--- config.mk ---
export PLATFORM = sky130hd
export DESIGN_NAME = adcso_top
export DESIGN_NICKNAME = d
export VERILOG_FILES = /design/src/adcso_pkg.sv /design/src/adcso_top.sv
export SDC_FILE = /design/constraint.sdc
export NUM_CORES = 1
export LEC_CHECK = 0
export BUFFER_PORTS_ARGS = -buffer_cell sky130_fd_sc_hd__buf_2
export CORE_MARGIN = 5
export CORE_UTILIZATION = 62
export DETAILED_ROUTE_END_ITERATION = 10
export HOLD_SLACK_MARGIN = 0.15
export PLACE_DENSITY = 0.78
export SYNTH_ARGS = -nofsm -noshare
export SYNTH_HDL_FRONTEND = slang
export SYNTH_SLANG_ARGS = --single-unit
--- constraint.sdc ---
create_clock -name CLOCK -period 3.72 [get_ports CLOCK]
set_input_delay 0 -clock CLOCK [delete_from_list [all_inputs] [get_ports CLOCK]]
set_output_delay 0 -clock CLOCK [all_outputs]
set_load 0.02 [all_outputs]
--- src/adcso_pkg.sv ---
// Shared constants and state type for the converter serial output control block.
package adcso_pkg;
	localparam int          CLK_HZ          = 200000000;
	localparam int          ISCK_HZ         = 19200;
	localparam int          ISCK_HALF       = CLK_HZ / (2 * ISCK_HZ);
	localparam int          EXT_HIGH_MAX_US = 200;
	localparam int          EXT_TIMEOUT     = EXT_HIGH_MAX_US * (CLK_HZ / 1000000);
	localparam int          NULL_DIV        = 2560;
	localparam int          DATA_W          = 24;
	localparam int          BIT_COUNT       = 24;
	localparam int          FIFO_DEPTH      = 16;
	localparam logic [4:0]  BIT_FIRST       = 5'h01;
	localparam logic [4:0]  BIT_LAST        = 5'(BIT_COUNT - 1);
	localparam logic [11:0] NULL_LAST       = 12'(NULL_DIV - 1);
	localparam logic        STATUS_BUSY     = 1'b1;
	localparam logic        STATUS_READY    = 1'b0;
	typedef enum logic [3:0] {
		ST_CONVERT = 4'h1,
		ST_SLEEP   = 4'h2,
		ST_ARMED   = 4'h4,
		ST_SHIFT   = 4'h8
	} adcso_state_e;
endpackage

--- src/adcso_top.sv ---
// Sequencer, serial shifter and result FIFO of the converter output logic.
`timescale 1ns/1ps

module adcso_fifo #(
	parameter int W = 24,
	parameter int D = 16
) (
	input  wire logic         clock,
	input  wire logic         reset,
	input  wire logic         in_valid,
	input  wire logic [W-1:0] in_data,
	output logic              in_ready,
	output logic              out_valid,
	input  wire logic         out_ready,
	output logic      [W-1:0] out_data
);
	localparam int AW = $clog2(D);
	logic [W-1:0]  mem [D];
	logic [AW-1:0] wr_reg, rd_reg;
	logic [AW:0]   count_reg, count_next;
	logic          ready_reg;
	logic          push, pop;

	assign push      = in_valid & ready_reg;
	assign pop       = out_ready & out_valid;
	assign out_valid = (count_reg != '0);
	assign out_data  = mem[rd_reg];
	assign in_ready  = ready_reg;

	always_comb begin
		count_next = count_reg + (AW+1)'(push) - (AW+1)'(pop);
	end

	always_ff @(posedge clock or posedge reset) begin
		if (reset) begin
			wr_reg    <= '0;
			rd_reg    <= '0;
			count_reg <= '0;
			ready_reg <= 1'b1;
		end else begin
			if (push) begin
				mem[wr_reg] <= in_data;
				wr_reg      <= (wr_reg == AW'(D-1)) ? '0 : wr_reg + 1'b1;
			end
			if (pop) begin
				rd_reg <= (rd_reg == AW'(D-1)) ? '0 : rd_reg + 1'b1;
			end
			count_reg <= count_next;
			ready_reg <= (count_next != (AW+1)'(D));
		end
	end
endmodule

////////////////////////////////////////////////////////////////////////////////

module adcso_top
	import adcso_pkg::*;
#(
	parameter int ISCK_HALF_CYCLES   = ISCK_HALF,
	parameter int EXT_TIMEOUT_CYCLES = EXT_TIMEOUT
) (
	input  wire logic              CLOCK,
	input  wire logic              RESET,
	input  wire logic              CS_N,
	input  wire logic              SCK_IN,
	output logic                   SCK_OUT,
	output logic                   SCK_OE,
	output logic                   SCK_PULLUP_EN,
	output logic                   SDO_OUT,
	output logic                   SDO_OE,
	input  wire logic              FREQUENCY_SELECT_PIN,
	output logic                   EXT_SYS_CLOCK,
	output logic                   NOTCH_50HZ,
	output logic                   FILTER_TICK,
	output logic                   CONV_START,
	output logic                   SLEEP,
	input  wire logic              RESULT_VALID,
	input  wire logic [DATA_W-1:0] RESULT_DATA,
	output logic                   RESULT_READY
);
	logic cs_s1, cs_s2, cs_s3, sck_s1, sck_s2, sck_s3, f_s1, f_s2, f_s3;
	logic cs_fall, ext_rise, ext_fall, f_rise, f_edge;
	logic fifo_valid, fifo_pop, fifo_ready;
	logic [DATA_W-1:0] fifo_data;

	adcso_fifo #(.W(DATA_W), .D(FIFO_DEPTH)) u_fifo (
		.clock     (CLOCK),
		.reset     (RESET),
		.in_valid  (RESULT_VALID),
		.in_data   (RESULT_DATA),
		.in_ready  (fifo_ready),
		.out_valid (fifo_valid),
		.out_ready (fifo_pop),
		.out_data  (fifo_data)
	);

	////////////////////////////////////////////////////////////////////////////
	// Input synchronisers; only the second and third stages are looked at.
	always_ff @(posedge CLOCK or posedge RESET) begin
		if (RESET) begin
			{cs_s1, cs_s2, cs_s3}    <= 3'h7;
			{sck_s1, sck_s2, sck_s3} <= 3'h7;
			{f_s1, f_s2, f_s3}       <= 3'h0;
		end else begin
			{cs_s1, cs_s2, cs_s3}    <= {CS_N, cs_s1, cs_s2};
			{sck_s1, sck_s2, sck_s3} <= {SCK_IN, sck_s1, sck_s2};
			{f_s1, f_s2, f_s3}       <= {FREQUENCY_SELECT_PIN, f_s1, f_s2};
		end
	end
	assign cs_fall  = cs_s3 & ~cs_s2;
	assign ext_rise = ~sck_s3 & sck_s2;
	assign ext_fall = sck_s3 & ~sck_s2;
	assign f_rise   = ~f_s3 & f_s2;
	assign f_edge   = f_s3 ^ f_s2;

	////////////////////////////////////////////////////////////////////////////
	// Frequency pin: steady level picks the notch, toggling is a system clock.
	logic [15:0] idle_reg, idle_next;
	logic [11:0] null_reg, null_next;
	logic        ext_reg, ext_next, n50_reg, n50_next, tick_reg, tick_next;

	always_comb begin
		idle_next = f_edge ? '0 : ((idle_reg == 16'(EXT_TIMEOUT_CYCLES)) ? idle_reg
		                           : idle_reg + 16'h0001);
		ext_next  = f_edge | (ext_reg & (idle_reg != 16'(EXT_TIMEOUT_CYCLES)));
		n50_next  = ~ext_next & f_s2;
		null_next = null_reg;
		tick_next = 1'b0;
		if (!ext_next) begin
			null_next = '0;
		end else if (f_rise) begin
			tick_next = (null_reg == NULL_LAST);
			null_next = tick_next ? '0 : null_reg + 12'h001;
		end
	end

	always_ff @(posedge CLOCK or posedge RESET) begin
		if (RESET) begin
			idle_reg <= '0;
			null_reg <= '0;
			ext_reg  <= 1'b0;
			n50_reg  <= 1'b0;
			tick_reg <= 1'b0;
		end else begin
			idle_reg <= idle_next;
			null_reg <= null_next;
			ext_reg  <= ext_next;
			n50_reg  <= n50_next;
			tick_reg <= tick_next;
		end
	end
	assign EXT_SYS_CLOCK = ext_reg;
	assign NOTCH_50HZ    = n50_reg;
	assign FILTER_TICK   = tick_reg;

	////////////////////////////////////////////////////////////////////////////
	// Conversion, sleep and data output sequencer with the result shifter.
	adcso_state_e      state_reg, state_next;
	logic [DATA_W-1:0] shift_reg, shift_next;
	logic [4:0]        bit_reg, bit_next;
	logic [15:0]       div_reg, div_next;
	logic mode_ext_reg, mode_ext_next, init_reg, init_next, sck_reg, sck_next;
	logic sdo_reg, sdo_next, sdo_oe_reg, sdo_oe_next, sck_oe_reg, sck_oe_next;
	logic pull_reg, pull_next, sleep_reg, sleep_next, start_reg, start_next;
	logic active, toggle, rise, fall;

	assign active   = (state_reg == ST_ARMED) | (state_reg == ST_SHIFT);
	assign toggle   = ~mode_ext_reg & active & (div_reg == 16'(ISCK_HALF_CYCLES - 1));
	assign rise     = mode_ext_reg ? ext_rise : (toggle & ~sck_reg);
	assign fall     = mode_ext_reg ? ext_fall : (toggle & sck_reg);
	assign fifo_pop = (state_reg == ST_CONVERT) & fifo_valid;

	always_comb begin
		state_next    = state_reg;
		shift_next    = shift_reg;
		bit_next      = bit_reg;
		mode_ext_next = mode_ext_reg;
		init_next     = 1'b1;
		start_next    = ~init_reg;
		div_next      = toggle ? '0 : div_reg + 16'h0001;
		sck_next      = toggle ? ~sck_reg : sck_reg;
		if (!init_reg || cs_fall) begin
			mode_ext_next = ~sck_s2;
		end
		case (state_reg)
			ST_CONVERT: begin
				if (fifo_valid) begin
					shift_next = fifo_data;
					state_next = ST_SLEEP;
				end
			end
			ST_SLEEP: begin
				if (!cs_s2) begin
					state_next = ST_ARMED;
				end
			end
			ST_ARMED: begin
				if (cs_s2) begin
					state_next = ST_SLEEP;
				end else if (rise) begin
					bit_next   = BIT_FIRST;
					state_next = ST_SHIFT;
				end
			end
			ST_SHIFT: begin
				if (cs_s2) begin
					state_next = ST_CONVERT;
					start_next = 1'b1;
				end else if (fall) begin
					shift_next = {shift_reg[DATA_W-2:0], 1'b0};
				end else if (rise) begin
					if (bit_reg == BIT_LAST) begin
						state_next = ST_CONVERT;
						start_next = 1'b1;
					end else begin
						bit_next = bit_reg + 5'h01;
					end
				end
			end
			default: begin
				state_next = ST_CONVERT;
			end
		endcase
		if ((state_next != ST_ARMED) && (state_next != ST_SHIFT)) begin
			div_next = '0;
			sck_next = 1'b0;
		end
		sdo_oe_next = ~cs_s2;
		case (state_next)
			ST_CONVERT: sdo_next = STATUS_BUSY;
			ST_SLEEP:   sdo_next = STATUS_READY;
			default:    sdo_next = shift_next[DATA_W-1];
		endcase
		sck_oe_next = ~mode_ext_next & ((state_next == ST_ARMED) | (state_next == ST_SHIFT));
		pull_next   = ~mode_ext_next;
		sleep_next  = (state_next == ST_SLEEP) & cs_s2;
	end

	always_ff @(posedge CLOCK or posedge RESET) begin
		if (RESET) begin
			state_reg    <= ST_CONVERT;
			shift_reg    <= '0;
			bit_reg      <= '0;
			div_reg      <= '0;
			mode_ext_reg <= 1'b0;
			init_reg     <= 1'b0;
			sck_reg      <= 1'b0;
			sdo_reg      <= STATUS_BUSY;
			sdo_oe_reg   <= 1'b0;
			sck_oe_reg   <= 1'b0;
			pull_reg     <= 1'b1;
			sleep_reg    <= 1'b0;
			start_reg    <= 1'b0;
		end else begin
			state_reg    <= state_next;
			shift_reg    <= shift_next;
			bit_reg      <= bit_next;
			div_reg      <= div_next;
			mode_ext_reg <= mode_ext_next;
			init_reg     <= init_next;
			sck_reg      <= sck_next;
			sdo_reg      <= sdo_next;
			sdo_oe_reg   <= sdo_oe_next;
			sck_oe_reg   <= sck_oe_next;
			pull_reg     <= pull_next;
			sleep_reg    <= sleep_next;
			start_reg    <= start_next;
		end
	end
	assign SCK_OUT       = sck_reg;
	assign SCK_OE        = sck_oe_reg;
	assign SCK_PULLUP_EN = pull_reg;
	assign SDO_OUT       = sdo_reg;
	assign SDO_OE        = sdo_oe_reg;
	assign SLEEP         = sleep_reg;
	assign CONV_START    = start_reg;
	assign RESULT_READY  = fifo_ready;
endmodule

# == Yosys cells after proc, flatten, opt, wreduce, memory -nomap -nowiden ==
# Memory sizes are Yosys's and may differ from the RTL's.
# Cells that the tools add are included.
# totals
reg_bits,112
mem_bits_rw,384
input_bits,30
out_inout_bits,11
wordCells,152
n_memories,1
# mem_list
memory,depth,word_bits,rd,rd_ports_with_merged_regs,wr,line_no,text
u_fifo.mem,16,24,1,0,1,adcso_top.sv:18,logic [W-1:0] mem [D];
# classes
addsub,8
n_eq_ne,28
n_mux,44
bitwise,28
reduce_logical,11
# ops
operator,count
$mux 24,3
$mux 16,4
$pmux 24 s2,1
$mux 4,10
$mux 12,3
$add 16x1->16 const B,2
$mux 5,6
$ne 2x2->1 const B,10
$eq 16x13->1 const B,1
$eq 16x16->1 const B,1
$eq 4x4->1 const B,4
$ne 16x16->1 const B,1
$pmux 4 s4,1
$and 1x1->1,15
$mux 1,14
$add 12x1->12 const B,1
$eq 12x12->1 const B,1
$pmux 5 s2,1
$not 1->1,9
$add 4x1->4 const B,2
$eq 4x1->1 const B,2
$eq 4x2->1 const B,2
$eq 4x3->1 const B,2
$reduce_and 7->1,1
16 further kinds,22

# == Depth between registers and ports, before layout ==
# logic_depth
word_depth,13
mapped_depth,15

# == By module ==
# A second synthesis with hierarchy kept.
# hier_totals
hier_cells,1225
area_unflattened_um2,20165.6
# modules_own_cells
mod,instances,cells_per_inst,area_each_um2
adcso_fifo,1,797,15537.4
adcso_top,1,428,4628.2

# == Worst setup path before layout ==
# OpenSTA, ideal clock, no wires.
# synth_timing
path_kind,register to register
start,register u_fifo.count_reg[3]
end,register u_fifo.ready_reg (netlist: u_fifo.in_ready)
setup_ns,0.086
arrival_ns,2.749
t_required_ns,3.634
setup_slack_ns,0.885
path_stages_with_launch,16
n_path_buf,0
synth_period_minus_slack_ns,2.835
path_cell_list,dfrtp_1 > inv_1 > ha_1 > or4b_2 > nand2_1 > inv_1 > ha_1 > inv_1 > ha_1 > inv_1 > fa_1 > inv_1 > a21oi_1 > o21bai_1 > xnor2_1 > nand3b_1
# synth_between
elab_chain_len,5
word_cells_on_any_way,6
classes_between,add/sub (2); eq/ne (1); bitwise (2); reduce/logical (1)
# synth_lines
item,line_no,text
from (decl),adcso_top.sv:20,"logic [AW:0] count_reg, count_next;"
from (signal assigned),adcso_top.sv:48,count_reg <= count_next;
$reduce_bool 5->1 *,adcso_top.sv:26,assign out_valid = (count_reg != '0);
$and 1x1->1,adcso_top.sv:171,assign fifo_pop = (state_reg == ST_CONVERT) & fifo_valid;
$and 1x1->1 *,adcso_top.sv:25,assign pop = out_ready & out_valid;
net u_fifo.pop,adcso_top.sv:22,"logic push, pop;"
$sub 5x1->5 *,adcso_top.sv:31,count_next = count_reg + (AW+1)'(push) - (AW+1)'(pop);
net u_fifo.count_next[4],adcso_top.sv:20,
$ne 5x5->1 *,adcso_top.sv:49,ready_reg <= (count_next != (AW+1)'(D));
to (signal assigned),adcso_top.sv:49,
to (decl),adcso_top.sv:21,logic ready_reg;
# The timed path passes the listed nets; every way through them passes the cells marked *.
# A chain may end at the register's enable or synchronous reset.

# == Worst setup path after layout ==
# layout_timing
start,register u_fifo.count_reg[2]
end,register u_fifo.ready_reg (netlist: u_fifo.in_ready)
# The elaborated chain is that of the path after synthesis.

==> impl_metrics.py <==
metrics = {
    "sta": {
        "period_needed_ns": 3.11,
        "fmax_ghz": 0.321,
        "setup_tns_ns": 0,
        "period_share_pct": 83.6,
        "worst_pin_slew_ns": 1.11,
        "rsz0062_at_grt": "false",
        "fin_skew_ns": 0.0185,
        "setup_viol": 0,
        "relSlewSlack_pct": 25.7,
        "final_hold_viol_count": 0,
        "drv_slew": 0,
    },
    "synthesis": {
        "synth-edff-count": 384,
        "synth_fa_ha_area_share_pct": 1.18,
        "ys.flop_type": "edfxtp_1",
        "synth_cell_types": 69,
        "yosysWarnings": 0,
        "syn_area_um2": 19700,
        "muxShareOfSynthArea_pct": 11.2,
        "synth-compound-area-share_pct": 5.67,
        "synth_top_family_by_area": "multiplexers",
        "ys_seq_area_share_pct": 72.7,
        "syn_avg_cell_area_um2": 17.9,
        "synth_xor_area_share_pct": 1.73,
        "synth-seq-cells": 496,
        "syn-num-nets": 1151,
        "synth.top_cell.area_share_pct": 58.4,
        "syn_inst": 1103,
        "synthArstFlopShare_pct": 22.6,
        "synth-simple-area-share_pct": 5.78,
        "synth.area.top_cells": "edfxtp_1 (58%), dfrtp_1 (13%), mux4_2 (11%), a22oi_1 (1.7%), dfstp_2 (1.3%)",
        "synth_largest_area_cell": "edfxtp_1",
    },
    "finish": {
        "drive_gt1_share_pct": 23.0,
        "fin_cells": 1648,
        "mostFrequentLayoutCells": "edfxtp_1 (384), dfrtp_1 (100), mux4_2 (97)",
        "insertedDiodeCount": 0,
        "final_common_cell": "edfxtp_1",
        "utilization_pct": 71.6,
        "largest_reg_flops": 384,
        "syn_to_final_growth_pct": 14.3,
        "nNetsFinal": 1253,
    },
    "floorplan": {
        "dieArea_um2": 35500,
        "rows": 65,
        "start_util_pct": 62.7,
        "pin_count": 41,
        "fp.coreArea_um2": 31500,
        "die_y_um": 188,
        "fp.dieW_um": 188,
    },
    "critical_path": {
        "end_kind": "register",
        "cp_data_required_time_ns": 4.21,
        "slowest_stage": "or4b_2",
        "r2r_start": "u_fifo.count_reg[2]$_DFF_PP0_",
        "path_common_cell": "inv_1",
        "path_cells": "inv_1 > ha_1 > or4b_2 > nand2_1 > inv_1 > ha_1 > inv_1 > ha_1 > inv_1 > fa_1 > inv_1 > a21oi_1 > o21bai_1 > xnor2_1 > nand3b_1",
        "crit_family": "adder cells",
        "path_max_fanout": 7,
        "arrival_ns": 3.60,
        "crit_path_max_incr_delay_ns": 0.61,
        "criticalPathCategory": "register to register",
        "crit_buf_inv": 5,
        "crit_path_start_kind": "register",
        "worstSetupStartpoint": "u_fifo.count_reg[2]$_DFF_PP0_",
    },
    "outcome": {
        "status": "finished, final reports clean",
    },
    "grt": {
        "grt-ovfl-total": 0,
        "track_usage_pct": 23.8,
        "grt_pass1_vias": 10900,
        "grt_max_degree": 83,
        "grt_first_pass_wirelength_mm": 64.6,
        "grt_antenna_before_repair": 0,
    },
    "clock_network": {
        "postCtsSetupRepairBufs": 0,
        "htreeDepth": 2,
        "worstSkewPairLatency_ns": 0.58,
        "root_buffer": "clkbuf_16",
        "clk_path_buf_depth": 3,
        "cts_tree": "yes",
        "numCtsBuffers": 49,
        "clk_pin_slew_ns": 0.06,
        "cts.sinks": 496,
    },
    "placed_design": {
        "hpwlAfterDp_mm": 21.9,
        "globalplace.congestion": 0.780,
        "dp.cells": 1524,
        "io_buffers": 40,
    },
    "worst_hold_path": {
        "hold_class": "input pin to asynchronous set/reset pin",
    },
    "detailed_routing": {
        "drc": 0,
        "avgViaCountPerCell": 6.49,
        "vias": 10700,
        "wirelength_mm": 41.2,
        "dr.first_iter.drc_count": 1077,
        "ant_nets": 0,
        "first_pass_iters": 5,
        "post_drt_wl_per_cell_um": 25.0,
    },
    "pwr": {
        "p_per_area_nw_per_um2": 691,
        "ir_worst_vdd_uv": 498,
        "p_leak_nw": 7.77,
    },
    "run": {
        "maxCapViolations": 0,
    },
}
-- metrics by stage --
stage                     setup WS, ns  hold slack (ns)  instance area [um2]  power [mW]
after floorplan                  0.778          0.00448                19700        9.56
after global placement           0.719            0.112                20600        10.5
after detailed placement         0.619            0.111                20600        10.6
after CTS                        0.595            0.308                22500        15.7
after global routing             0.288            0.342                22500        16.3
final                            0.609            0.259                22500        15.6
-- synth_stat cells, types with 20 or more instances --
cell / count
edfxtp_1: 384
dfrtp_1: 102
mux4_2: 97
nor2_1: 53
nand2_1: 45
a22oi_1: 44
a21oi_1: 39
inv_1: 28
and2_1: 24
clkbuf_1: 24
a221o_1: 22
xnor2_1: 20
-- report_power, final --
part | switching, mW | internal (mW) | leakage, nW
Sequential | 0.512 | 6.46 | 4.89
Combinational | 1.88 | 1.75 | 2.08
Clock | 2.08 | 2.88 | 0.803
-- final cells by class --
class                           count  area [um2]
Sequential cell                   496       14400
Fill cell                        1908        8930
Multi-Input combinational cell    529        5160
Clock buffer                       70        1420
Timing Repair Buffer              101         776
Tap cell                          402         503
Clock inverter                     22         233
Inverter                           28         108
-- cells by family after synthesis --
group	count (synthesis)
adders and majority gates	18
DFF	496
AOI/OAI and AO/OA	157
buffers and inverters	78
and+or+nand+nor	214
other	1
muxes	100
xor gates and xnor gates	39
-- tightest hold or removal path, stage by stage --
cell and delay [ns]:
dlygate4sd3_1 0.53, buf_2 0.17, inv_4 0.70
-- routing by layer --
layer,routed length (um),up-vias,track usage [%]
met5,0,-,0
met4,876,0,6.22
met3,3190,81,4.39
met2,20400,464,38.8
met1,16800,5539,34.1
li1,-,4615,-
-- final timing paths --
check / endpoint / slack, ns / cells after the start
worst max-delay path: u_fifo.in_ready$_DFF_PP1_ / 0.61 / 15
worst min-delay path: shift_reg[7]$_DFFE_PP0P_ / 0.26 / 3
worst max register to register: u_fifo.in_ready$_DFF_PP1_ / 0.61 / 15
worst min register to register: sck_s2$_DFF_PP1_ / 0.36 / 0
max in group asynchronous: state_reg[0]$_DFF_PP1_ / 2.51 / 4
min in group CLOCK: u_fifo.mem[7][20]$_DFFE_PP_ / 0.33 / 2
-- timing repair --
| action | in CTS | in global routing |
|---|---|---|
| hold endpoints to repair | 469 | 0 |
| hold buffers | 32 | 0 |
| gates resized for setup | 0 | 0 |
Note: power is estimated with default switching activity, not from simulation.
